===== config.mk =====
export PLATFORM = sky130hd
export DESIGN_NAME = fdrc_top
export DESIGN_NICKNAME = d
export VERILOG_FILES = /design/src/logic/fdrc_top.v /design/src/logic/fdrc_ramp.v
export VERILOG_INCLUDE_DIRS = /design/src /design/src/logic
export SDC_FILE = /design/constraint.sdc
export NUM_CORES = 1
export LEC_CHECK = 0
export BUFFER_PORTS_ARGS = -buffer_cell sky130_fd_sc_hd__buf_2
export CAP_MARGIN = 10
export CORE_MARGIN = 5
export CORE_UTILIZATION = 60
export DETAILED_ROUTE_END_ITERATION = 8
export MAX_ROUTING_LAYER = met4
export PLACE_DENSITY = 0.83
export RECOVER_POWER = 100
export SYNTH_ARGS = -nofsm -noshare
export SYNTH_HDL_FRONTEND = slang
export SYNTH_SLANG_ARGS = --single-unit

===== constraint.sdc =====
create_clock -name clk -period 9.9 [get_ports clk]
set_clock_uncertainty 0.1 [all_clocks]
set_input_delay 0.495 -clock clk [delete_from_list [all_inputs] [get_ports clk]]
set_output_delay 0.495 -clock clk [all_outputs]
set_load 0.01 [all_outputs]

===== src/logic/fdrc_defines.vh =====
/*
  Shared constants of the fan drive ramp and floor control block:
  register offsets, field positions, reset values, timing figures.
  Assumes it is included by bare name from the design files.
*/
`ifndef FDRC_DEFINES_VH
`define FDRC_DEFINES_VH

// register byte offsets
`define FDRC_OFF_CTRL 8'h00
`define FDRC_OFF_FLOOR_SELECT_1 8'h04
`define FDRC_OFF_FLOOR_SELECT_2 8'h08
`define FDRC_OFF_FLOOR_SELECT_3 8'h0C
`define FDRC_OFF_OUT1 8'h10
`define FDRC_OFF_OUT2 8'h14
`define FDRC_OFF_OUT3 8'h18
`define FDRC_OFF_TACH 8'h1C

// control register fields
`define FDRC_RATE_MSB 2
`define FDRC_RATE_LSB 0
`define FDRC_SMOOTH_BIT 3
`define FDRC_GROUP_BIT 4
`define FDRC_FLOOR1_BIT 5
`define FDRC_FLOOR2_BIT 6
`define FDRC_FLOOR3_BIT 7

// reset values, off and full duty levels
`define FDRC_CTRL_RST 8'h00
`define FDRC_MIN_RST 8'h00
`define FDRC_DUTY_RST 8'h00
`define FDRC_DUTY_OFF 8'h00
`define FDRC_DUTY_FULL 8'hFF

// ramp step per time slot for each rate code
`define FDRC_STEP_0 8'h01
`define FDRC_STEP_1 8'h02
`define FDRC_STEP_2 8'h03
`define FDRC_STEP_3 8'h04
`define FDRC_STEP_4 8'h08
`define FDRC_STEP_5 8'h0C
`define FDRC_STEP_6 8'h18
`define FDRC_STEP_7 8'h30

// timing: slowest full sweep in microseconds, clock in MHz, duty steps in a sweep
`define FDRC_SWEEP_SLOW_US 37500000
`define FDRC_CLK_MHZ 25
`define FDRC_SWEEP_STEPS 255

// bus answers
`define FDRC_RESP_OKAY 2'h0
`define FDRC_RESP_SLVERR 2'h2

// idle level of a tach pin, so no false edge follows reset
`define FDRC_TACH_IDLE 1'h1

`endif


===== src/logic/fdrc_top.v =====
/*
  Fan drive ramp and floor control: AXI4-Lite register file, floor
  selection in automatic mode, ramp limiting of output 1, three duty
  generators and tach edge counting grouped to output 3.
  Assumes computed duties and threshold flags come from same-clock logic;
  tach pins are asynchronous.
*/
// Added by the designer: the AXI4-Lite slave port and the address map.
// Operation
// RULE1 - three-bit code selects step 1..48
// RULE2 - output 1 ramps gradually, sweep time bounded
// RULE3 - smoothing bit set enables output 1 ramp
// RULE4 - group bit one ties tach 2,3,4 to output 3
// RULE5 - group bit zero ties only tach 3,4
// RULE6 - output 1 below threshold: zero or minimum
// RULE7 - output 2 below threshold: zero or minimum
// RULE8 - output 3 below threshold: zero or minimum
// RULE9 - smoothing off applies new duty at once
`timescale 1ns/1ns
`include "fdrc_defines.vh"

module fdrc_top
#(
  parameter SLOT_CYCLES = (`FDRC_SWEEP_SLOW_US * `FDRC_CLK_MHZ) / `FDRC_SWEEP_STEPS
)
(
  input wire clk,
  input wire rst_n,
  input wire [7:0] s_axi_awaddr,
  input wire s_axi_awvalid,
  output wire s_axi_awready,
  input wire [31:0] s_axi_wdata,
  input wire [3:0] s_axi_wstrb,
  input wire s_axi_wvalid,
  output wire s_axi_wready,
  output reg [1:0] s_axi_bresp,
  output reg s_axi_bvalid,
  input wire s_axi_bready,
  input wire [7:0] s_axi_araddr,
  input wire s_axi_arvalid,
  output wire s_axi_arready,
  output reg [31:0] s_axi_rdata,
  output reg [1:0] s_axi_rresp,
  output reg s_axi_rvalid,
  input wire s_axi_rready,
  input wire auto_mode,
  input wire below_hyst_1,
  input wire below_hyst_2,
  input wire below_hyst_3,
  input wire [7:0] computed_duty_1,
  input wire [7:0] computed_duty_2,
  input wire [7:0] computed_duty_3,
  input wire fan_speed_in_2,
  input wire fan_speed_in_3,
  input wire fan_speed_in_4,
  output reg fan_drive_out_1,
  output reg fan_drive_out_2,
  output reg fan_drive_out_3
);

  // floor selection in automatic mode below threshold minus hysteresis
  function [7:0] floor_duty;
    input auto_on;
    input below;
    input floor_sel;
    input [7:0] min_duty;
    input [7:0] computed;
    begin
      if (auto_on && below)
        floor_duty = floor_sel ? min_duty : `FDRC_DUTY_OFF;
      else
        floor_duty = computed;
    end
  endfunction

  // address decode: true for a mapped offset
  function mapped;
    input [7:0] addr;
    begin
      case (addr)
        `FDRC_OFF_CTRL, `FDRC_OFF_FLOOR_SELECT_1, `FDRC_OFF_FLOOR_SELECT_2, `FDRC_OFF_FLOOR_SELECT_3,
        `FDRC_OFF_OUT1, `FDRC_OFF_OUT2, `FDRC_OFF_OUT3, `FDRC_OFF_TACH:
          mapped = 1'b1;
        default:
          mapped = 1'b0;
      endcase
    end
  endfunction

  reg [7:0] ctrl;
  reg [7:0] min_duty_1;
  reg [7:0] min_duty_2;
  reg [7:0] min_duty_3;
  reg [7:0] aw_addr;
  reg aw_held;
  reg [7:0] w_data;
  reg w_lane0;
  reg w_held;
  reg [31:0] slot_cnt;
  reg slot_tick;
  reg [7:0] pwm_cnt;
  reg [7:0] duty_2;
  reg [7:0] duty_3;
  wire [7:0] target_1;
  wire [7:0] target_2;
  wire [7:0] target_3;
  wire [7:0] duty_1;
  wire [2:0] tach_pins;
  wire [2:0] tach_gate;
  wire [23:0] tach_word;
  wire do_write;
  wire [7:0] duty_vec [0:2];

  // ---------------- register bus ----------------
  assign s_axi_awready = !aw_held && !s_axi_bvalid;
  assign s_axi_wready = !w_held && !s_axi_bvalid;
  assign s_axi_arready = !s_axi_rvalid;
  assign do_write = aw_held && w_held && !s_axi_bvalid;

  always @(posedge clk or negedge rst_n)
  begin
    if (!rst_n)
    begin
      aw_addr <= 8'h00;
      aw_held <= 1'b0;
      w_data <= 8'h00;
      w_lane0 <= 1'b0;
      w_held <= 1'b0;
      s_axi_bvalid <= 1'b0;
      s_axi_bresp <= `FDRC_RESP_OKAY;
    end
    else
    begin
      if (s_axi_awvalid && s_axi_awready)
      begin
        aw_addr <= s_axi_awaddr;
        aw_held <= 1'b1;
      end
      if (s_axi_wvalid && s_axi_wready)
      begin
        w_data <= s_axi_wdata[7:0];
        w_lane0 <= s_axi_wstrb[0];
        w_held <= 1'b1;
      end
      if (do_write)
      begin
        aw_held <= 1'b0;
        w_held <= 1'b0;
        s_axi_bvalid <= 1'b1;
        s_axi_bresp <= mapped(aw_addr) ? `FDRC_RESP_OKAY : `FDRC_RESP_SLVERR;
      end
      else if (s_axi_bvalid && s_axi_bready)
        s_axi_bvalid <= 1'b0;
    end
  end

  // writable registers
  always @(posedge clk or negedge rst_n)
  begin
    if (!rst_n)
    begin
      ctrl <= `FDRC_CTRL_RST;
      min_duty_1 <= `FDRC_MIN_RST;
      min_duty_2 <= `FDRC_MIN_RST;
      min_duty_3 <= `FDRC_MIN_RST;
    end
    else if (do_write && w_lane0)
    begin
      case (aw_addr)
        `FDRC_OFF_CTRL: ctrl <= w_data;
        `FDRC_OFF_FLOOR_SELECT_1: min_duty_1 <= w_data;
        `FDRC_OFF_FLOOR_SELECT_2: min_duty_2 <= w_data;
        `FDRC_OFF_FLOOR_SELECT_3: min_duty_3 <= w_data;
        default: ctrl <= ctrl;
      endcase
    end
  end

  // read channel
  always @(posedge clk or negedge rst_n)
  begin
    if (!rst_n)
    begin
      s_axi_rvalid <= 1'b0;
      s_axi_rdata <= 32'h00000000;
      s_axi_rresp <= `FDRC_RESP_OKAY;
    end
    else if (s_axi_arvalid && s_axi_arready)
    begin
      s_axi_rvalid <= 1'b1;
      s_axi_rresp <= mapped(s_axi_araddr) ? `FDRC_RESP_OKAY : `FDRC_RESP_SLVERR;
      case (s_axi_araddr)
        `FDRC_OFF_CTRL: s_axi_rdata <= {24'h000000, ctrl};
        `FDRC_OFF_FLOOR_SELECT_1: s_axi_rdata <= {24'h000000, min_duty_1};
        `FDRC_OFF_FLOOR_SELECT_2: s_axi_rdata <= {24'h000000, min_duty_2};
        `FDRC_OFF_FLOOR_SELECT_3: s_axi_rdata <= {24'h000000, min_duty_3};
        `FDRC_OFF_OUT1: s_axi_rdata <= {24'h000000, duty_1};
        `FDRC_OFF_OUT2: s_axi_rdata <= {24'h000000, duty_2};
        `FDRC_OFF_OUT3: s_axi_rdata <= {24'h000000, duty_3};
        `FDRC_OFF_TACH: s_axi_rdata <= {8'h00, tach_word};
        default: s_axi_rdata <= 32'h00000000;
      endcase
    end
    else if (s_axi_rvalid && s_axi_rready)
      s_axi_rvalid <= 1'b0;
  end

  // ---------------- floor selection ----------------
  // RULE6 output 1 floor
  assign target_1 = floor_duty(auto_mode, below_hyst_1, ctrl[`FDRC_FLOOR1_BIT], min_duty_1, computed_duty_1);
  // RULE7 output 2 floor
  assign target_2 = floor_duty(auto_mode, below_hyst_2, ctrl[`FDRC_FLOOR2_BIT], min_duty_2, computed_duty_2);
  // RULE8 output 3 floor
  assign target_3 = floor_duty(auto_mode, below_hyst_3, ctrl[`FDRC_FLOOR3_BIT], min_duty_3, computed_duty_3);

  // outputs 2 and 3 take their targets directly
  always @(posedge clk or negedge rst_n)
  begin
    if (!rst_n)
    begin
      duty_2 <= `FDRC_DUTY_RST;
      duty_3 <= `FDRC_DUTY_RST;
    end
    else
    begin
      duty_2 <= target_2;
      duty_3 <= target_3;
    end
  end

  // ---------------- ramp time slot ----------------
  // RULE2 slot period
  always @(posedge clk or negedge rst_n)
  begin
    if (!rst_n)
    begin
      slot_cnt <= 32'h00000000;
      slot_tick <= 1'b0;
    end
    else if (slot_cnt >= SLOT_CYCLES - 1)
    begin
      slot_cnt <= 32'h00000000;
      slot_tick <= 1'b1;
    end
    else
    begin
      slot_cnt <= slot_cnt + 32'h00000001;
      slot_tick <= 1'b0;
    end
  end

  // RULE1 rate limited output 1
  fdrc_ramp fdrc_ramp_inst
  (
    .clk(clk),
    .rst_n(rst_n),
    .target(target_1),
    .smooth_en(ctrl[`FDRC_SMOOTH_BIT]),
    .rate_code(ctrl[`FDRC_RATE_MSB:`FDRC_RATE_LSB]),
    .slot_tick(slot_tick),
    .duty(duty_1)
  );

  // ---------------- duty generators ----------------
  always @(posedge clk or negedge rst_n)
  begin
    if (!rst_n)
      pwm_cnt <= 8'h00;
    else if (pwm_cnt == `FDRC_DUTY_FULL - 8'h01)
      pwm_cnt <= 8'h00;
    else
      pwm_cnt <= pwm_cnt + 8'h01;
  end

  assign duty_vec[0] = duty_1;
  assign duty_vec[1] = duty_2;
  assign duty_vec[2] = duty_3;

  always @(posedge clk or negedge rst_n)
  begin
    if (!rst_n)
    begin
      fan_drive_out_1 <= 1'b0;
      fan_drive_out_2 <= 1'b0;
      fan_drive_out_3 <= 1'b0;
    end
    else
    begin
      fan_drive_out_1 <= pwm_cnt < duty_vec[0];
      fan_drive_out_2 <= pwm_cnt < duty_vec[1];
      fan_drive_out_3 <= pwm_cnt < duty_vec[2];
    end
  end

  // ---------------- tach inputs ----------------
  assign tach_pins = {fan_speed_in_4, fan_speed_in_3, fan_speed_in_2};

  // RULE4 group bit one gates tach 2
  // RULE5 group bit zero frees tach 2
  assign tach_gate[0] = ctrl[`FDRC_GROUP_BIT] ? fan_drive_out_3 : 1'b1;
  assign tach_gate[1] = fan_drive_out_3;
  assign tach_gate[2] = fan_drive_out_3;

  genvar gi;
  generate
    for (gi = 0; gi < 3; gi = gi + 1)
    begin : g_tach
      reg meta;
      reg sync;
      reg prev;
      reg [7:0] count;
      always @(posedge clk or negedge rst_n)
      begin
        if (!rst_n)
        begin
          meta <= `FDRC_TACH_IDLE;
          sync <= `FDRC_TACH_IDLE;
          prev <= `FDRC_TACH_IDLE;
          count <= 8'h00;
        end
        else
        begin
          meta <= tach_pins[gi];
          sync <= meta;
          prev <= sync;
          // count rising edges only inside the drive window, and on tach 2 at any time when the group bit is zero
          if (sync && !prev && tach_gate[gi])
            count <= count + 8'h01;
        end
      end
      assign tach_word[8 * gi +: 8] = count;
    end
  endgenerate

endmodule


===== src/logic/fdrc_ramp.v =====
/*
  Rate limiter for fan drive output 1: steps the applied duty toward the
  requested duty by the selected amount once per time slot.
  Assumes slot_tick is a one-cycle pulse on the same clock.
*/
`timescale 1ns/1ns
`include "fdrc_defines.vh"

module fdrc_ramp
(
  input wire clk,
  input wire rst_n,
  input wire [7:0] target,
  input wire smooth_en,
  input wire [2:0] rate_code,
  input wire slot_tick,
  output reg [7:0] duty
);

  // step size per rate code
  function [7:0] step_of;
    input [2:0] code;
    begin
      case (code)
        3'h0: step_of = `FDRC_STEP_0;
        3'h1: step_of = `FDRC_STEP_1;
        3'h2: step_of = `FDRC_STEP_2;
        3'h3: step_of = `FDRC_STEP_3;
        3'h4: step_of = `FDRC_STEP_4;
        3'h5: step_of = `FDRC_STEP_5;
        3'h6: step_of = `FDRC_STEP_6;
        default: step_of = `FDRC_STEP_7;
      endcase
    end
  endfunction

  wire [7:0] step;
  reg [7:0] next_duty;

  assign step = step_of(rate_code);

  always @*
  begin
    next_duty = duty;
    // RULE9 direct apply
    if (!smooth_en)
      next_duty = target;
    // RULE3 smoothing enabled
    else if (slot_tick)
    begin
      // RULE1 step per slot
      // RULE2 gradual approach
      if (target > duty)
        next_duty = ((target - duty) > step) ? duty + step : target;
      else if (target < duty)
        next_duty = ((duty - target) > step) ? duty - step : target;
    end
  end

  always @(posedge clk or negedge rst_n)
  begin
    if (!rst_n)
      duty <= `FDRC_DUTY_RST;
    else
      duty <= next_duty;
  end

endmodule


# Word-level counts from Yosys, hierarchy flattened
# Memory sizes are Yosys's and may differ from the RTL's.
# Cells that the tools add are included.
word_totals:
  ramBits: 0
  romBits: 64
  elab_cells: 145
  latchBits: 0
  memories: 2
  out_inout_bits: 44
  input_bits: 90
  reg_bits: 190
memory_table:
  columns: ["memory", "words", "width", "read_ports", "rd_ports_with_merged_regs", "wr", "line", "source"]
  rows:
  - ["(name not given)", 32, 1, 1, 0, 0, "fdrc_top.v:80", "case (addr)"]
  - ["(name not given)", 32, 1, 1, 0, 0, "fdrc_top.v:80", null]
classes:
  n_shift: 0
  div: 0
  addsub: 9
  multipliers: 0
  n_eq_ne: 19
  magnitude_cmp: 8
  reduce_logical: 40
  n_bitwise: 0
  mux: 32
op_table:
  columns: ["op", "count"]
  rows:
  - ["24-bit case mux with 8 select lines", 1]
  - ["8-bit 2-to-1 mux", 13]
  - ["6-bit case mux with 7 select lines", 1]
  - ["32-bit by 1-bit adder with 32-bit output, second input constant", 1]
  - ["8-bit by 1-bit adder with 8-bit output, second input constant", 4]
  - ["8-bit by 4-bit == test with 1-bit output, second input constant", 4]
  - ["8-bit by 5-bit == test with 1-bit output, second input constant", 4]
  - ["32-bit by 22-bit >= comparator with 1-bit output, second input constant", 1]
  - ["8-bit < comparator", 4]
  - ["32-bit 2-to-1 mux", 1]
  - ["1-bit logical AND", 19]
  - ["8-bit by 3-bit == test with 1-bit output, second input constant", 2]
  - ["8-bit by 6-bit greater-than comparator with 1-bit output", 2]
  - ["8-bit logical NOT", 2]
  - ["8-bit subtractor", 2]
  - ["1-bit 2-to-1 mux", 14]
  - ["2-bit AND reduction", 5]
  - ["3-bit == test, second input constant", 3]
  - ["3-bit logical NOT", 3]
  - ["8-bit by 6-bit adder with 8-bit output", 1]
  - ["8-bit == test, second input constant", 1]
  - ["8-bit greater-than comparator", 1]
  - ["2-bit nonzero test", 4]
  - ["8-bit by 6-bit subtractor with 8-bit output", 1]
  - ["other kinds (6)", 14]

# Depth between registers and ports, before layout
depth:
  word_depth: 9
  mapped_depth: 21
  mapped_depth_nobuf: 20

# Cells and area by module
# Synthesis repeated with hierarchy kept, for this count alone.
hier_totals:
  cells_unflattened: 987
  hier_area_um2: 10273.6
by_module_without_submodules:
  columns: ["module", "area_each_um2", "seq_area_each_um2", "cells_each", "instances"]
  rows:
  - ["fdrc_top", 7927.6, 4315.4, 693, 1]
  - ["fdrc_ramp", 2346.0, 200.2, 294, 1]

# Worst setup path before layout
# Ideal clock, no wire load.
synth_timing:
  path_kind: "input to register"
  start: "input below_hyst_1"
  end: "register fdrc_ramp_inst.duty[6]"
  required_time_ps: 9674
  cell_stages: 20
  setup_ps: 126
  n_path_buf: 2
  t_arrival_ps: 3703
  path_slack_ps: 5971
  path_cell_list: "buf_4 nand4_1 and2_1 clkbuf_1 inv_1 ha_1 or3_1 o21ai_2 nor3_1 o21ai_0 nand2b_1 xor2_1 ha_1 o21a_1 o22ai_1 nor2_1 a211oi_4 nand3_1 o311a_1 a221o_1"
synth_via:
  elab_chain_len: 9
  elab_cells_between_ends: 16
  classes_between: "2 x add/sub; 4 x order compare; 1 x eq/ne; 7 x mux; 2 x reduce/logical"
synth_rtl:
  columns: ["element", "line", "source"]
  rows:
  - ["from (decl)", "fdrc_top.v:47", "input wire below_hyst_1,"]
  - ["1-bit logical AND (*)", "fdrc_top.v:69", "if (auto_on && below)"]
  - ["8-bit 2-to-1 mux (*)", "fdrc_top.v:69", null]
  - ["8-bit subtractor", "fdrc_ramp.v:56", "next_duty = ((duty - target) > step) ? duty - step : target;"]
  - ["8-bit by 6-bit greater-than comparator with 1-bit output", "fdrc_ramp.v:56", null]
  - ["8-bit 2-to-1 mux", "fdrc_ramp.v:56", null]
  - ["8-bit 2-to-1 mux", "fdrc_ramp.v:55", "else if (target < duty)"]
  - ["8-bit 2-to-1 mux", "fdrc_ramp.v:53", "if (target > duty)"]
  - ["8-bit 2-to-1 mux", "fdrc_ramp.v:49", "else if (slot_tick)"]
  - ["8-bit 2-to-1 mux", "fdrc_ramp.v:46", "if (!smooth_en)"]
  - ["to (signal assigned)", "fdrc_ramp.v:63", "duty <= `FDRC_DUTY_RST;"]
  - ["to (signal assigned)", "fdrc_ramp.v:65", "duty <= next_duty;"]
  - ["to (decl)", "fdrc_ramp.v:17", "output reg [7:0] duty"]
# Mark *: on every way between the ends. The rest lies on a longest branch, timed or not. The select of a mux whose other input is x is not followed.
# A chain may end at the register's enable or synchronous reset.

# Worst setup path after layout
layout_timing:
  start: "register ctrl[5]"
  end: "register fdrc_ramp_inst.duty[6]"
layout_via:
  elab_chain_len: 9
  elab_cells_between_ends: 16
  classes_between: "2 x add/sub; 4 x order compare; 1 x eq/ne; 8 x mux; 1 x reduce/logical"
layout_rtl:
  columns: ["element", "line", "source"]
  rows:
  - ["from (decl)", "fdrc_top.v:90", "reg [7:0] ctrl;"]
  - ["from (signal assigned)", "fdrc_top.v:162", "ctrl <= `FDRC_CTRL_RST;"]
  - ["from (signal assigned)", "fdrc_top.v:170", "`FDRC_OFF_CTRL: ctrl <= w_data;"]
  - ["from (signal assigned)", "fdrc_top.v:174", "default: ctrl <= ctrl;"]
  - ["8-bit 2-to-1 mux (no line) (*)", null, null]
  - ["8-bit 2-to-1 mux (*)", "fdrc_top.v:69", null]
  - ["8-bit subtractor", "fdrc_ramp.v:56", null]
  - ["8-bit by 6-bit greater-than comparator with 1-bit output", "fdrc_ramp.v:56", null]
  - ["8-bit 2-to-1 mux", "fdrc_ramp.v:56", null]
  - ["8-bit 2-to-1 mux", "fdrc_ramp.v:55", null]
  - ["8-bit 2-to-1 mux", "fdrc_ramp.v:53", null]
  - ["8-bit 2-to-1 mux", "fdrc_ramp.v:49", null]
  - ["8-bit 2-to-1 mux", "fdrc_ramp.v:46", null]
# Marks and branches as above.

==> results.md <==
- Status: finished with violations
- Failing checks: max-capacitance violations, max-slew violations
- Post-Route WL: 23,650 um
- Power Total: around 2.2 mW
- Delay-heaviest family, CP: compound AO/OA/AOI/OAI gates
- Post-Route Utilization: 0.6718
- DR vias: 7,773
- Cell count after synthesis: 984
- Tot GR Track Use: 0.2564
- Clock sinks: 180
- Hold Path Class: in -> reg
- CP Max Fanout: 14
- Crit path kind: reg -> reg
- Largest cells by area after synthesis: dfrtp_1, ha_1, mux2_2
- Share of post-route cells with drive strength above 1: 0.1538
- DRC: 0
- Layout Nets: 1,236
- Max-slew violation count: around 120
- Routed Antenna Nets: 0
- Area of the die: 0.01918 mm2
- Crit share post-route: 0.5608
- Most frequent cell after synthesis: dfrtp_1
- First-pass detailed-route iteration total: 6
- Number of diodes: 0
- Fin Setup TNS: 0 ns
- Critical path buffers and inverters: 1
- Final Hold Viols: 0
- Async set-reset flop share out of synthesis: 1.000
- Die Width: roughly 140 um
- Critical Path End Type: register
- Design area: approximately 0.011 mm2
- Core Rows: 47
- Post-synth top area cell: dfrtp_1
- Clock-pin slew on the worst setup and hold paths: ~0.070 ns
- Avg Cell Area, Syn: about 10 um2
- Setup WS post-layout: ~4.3 ns
- Post-CTS sizing: 0
- Highest-delay cell along the critical path: a211oi_1
- Core area: approximately 0.016 mm2
- Peak supply drop: slightly below 200 uV
- IO Port Bufs: 96
- Global-route wire length before repair: about 40,000 um
- Worst reg-to-reg path cell count: 18
- CTS buffer count: 17
- Post-CTS Hold Buffers: 0
- R2r setup slk: 4.35 ns
- Yosys cell types: 71
- Critical Path RT: 10.12 ns
- Die height: between 100 and 150 um
- Dpl ws: between 5 and 6 ns
- Largest net degree at the start of global routing: 101
- Syn. warnings: 0
- Ys flop type: dfrtp_1
- Crit path time final: between 5 and 6 ns
- Most flop-heavy register: slot_cnt
- Pwr Density: 199.7 mW/mm2
- Max FFs per register: 32
- Synth top area share: 0.4319
- Number of flops mapped to enable cells by yosys: 0
- CP startpoint kind: register
- Most common library cells after synthesis: dfrtp_1, nand2_1, nor2_1
- Slew @ Worst Pin: 5.182 ns
- Final HPWL DP: between 15,000 and 20,000 um
- Cells along the critical path: nand4_1 > and2_0 > inv_1 > ha_1 > or3_1 > o21ai_0 > nor3_1 > o21ai_0 > nand2b_1 > xor2_1 > ha_1 > o21a_1 > o22ai_1 > nor2_1 > a211oi_1 > nand3_1 > o311a_1 > a221o_1
- Synthesized cell area: 0.009907 mm2
- Global route total overflow: 0
- Arr. time, crit path: 5.77 ns
- Max_cap viols: 2
- Postcts setup bufs: 0
- Levels on crit path: 18
- RSZ-0062 raised after global routing: false
- #FFs+latches synth: between 150 and 200
- Insertion delay to the later sink of the worst-skew pair: 0.43 ns
- Max-slew headroom: -2.455
- H-tree levels: 4
- Root Driver: clkbuf_16
- # IOs: roughly 130
- Layout area overhead: 11.25%
- Dpl cell area: 0.01053 mm2
- Sequential share of the synthesized area: 0.4558
- DR WL/cell: between 15 and 20 um
- Biggest regs: slot_cnt (32), g_tach.count (24), s_axi_rdata (24)
- Longest individual stage delay on the worst path: roughly 1.5 ns
- Starting Density: 0.6038
- Longest Clk Path Bufs: 2
- Placer congestion estimate: slightly below 1
- Vias in the first global route: ~7,700
- Max Fclk: between 0.15 and 0.2 GHz
- Drt via density: ~6
- Hold path depth: 1
- Initial antenna violation count: 0
- Initial drt markers: approximately 760
- Final setup fails: 0
- CTS tree: done
- Lkg Pwr: roughly 5 nW
-- worst paths after layout --
path                                 from                     end
hold / removal             fan_speed_in_3          g_tach[1].meta
hold reg to reg            g_tach[0].meta          g_tach[0].sync
max in group asynchronous           rst_n                 ctrl[6]
min in group asynchronous           rst_n      g_tach[2].count[5]
setup reg to reg                  ctrl[5]  fdrc_ramp_inst.duty[6]
setup / recovery                  ctrl[5]  fdrc_ramp_inst.duty[6]
-- area by class of cell --
cell class,count,area (um2)
clock buffers,18,439.2
clock inverters,14,118.9
fillers,1236,5385
inverters,56,210.2
multi-input cells,724,5001
flip-flops and latches,180,4516
well taps,220,275.3
repair buffers,100,461.7
-- report_power, final --
| part | internal, mW | total, mW | switching (mW) |
|---|---|---|---|
| Sequential | 0.847 | 0.995 | 0.148 |
| Clock | 0.336 | 0.638 | 0.302 |
| Combinational | 0.258 | 0.569 | 0.311 |
| Total | 1.44 | 2.20 | 0.760 |
-- cells by family (layout without fill, tap and decap cells) --
kind of cell               count (synthesis)  count (layout)  share of synthesized area
and+or+nand+nor                          330             330                     0.1575
AOI/OAI and AO/OA                        186             186                     0.1340
DFF                                      180             180                     0.4558
buffers and inverters                     99             188                    0.04496
adders and majority gates                 67              67                    0.08689
xor gates and xnor gates                  66              66                    0.05835
muxes                                     55              55                    0.06214
other                                      1              20                  0.0003785
-- metrics by stage --
step	std cells	hold slack [ns]
4_1_cts	1311	0.04302
3_3_place_gp	1279	0.2456
2_1_floorplan	1003	0.09941
5_1_grt	1312	0.04343
6_report	1312	0.05739
3_5_place_dp	1279	0.2479
-- placed cells by master, fill, tap and decap left out, types with 37 or more instances in the layout --
cell type	synthesis	routed
nand3_1	56	56
o21ai_0	37	39
inv_1	56	56
xnor2_1	44	44
clkbuf_1	22	37
ha_1	64	64
dfrtp_1	171	171
nor2_1	69	69
mux2_2	52	52
nand2_1	111	111
buf_2	1	60
-- routing by layer --
layer / GRT usage / wire length [um]
met5: - / 0
met4: 0.1024 / 853
met1: 0.3300 / 9852
met3: 0.04316 / 1530
met2: 0.4085 / 11410
Note: power is estimated with default switching activity, not from simulation.
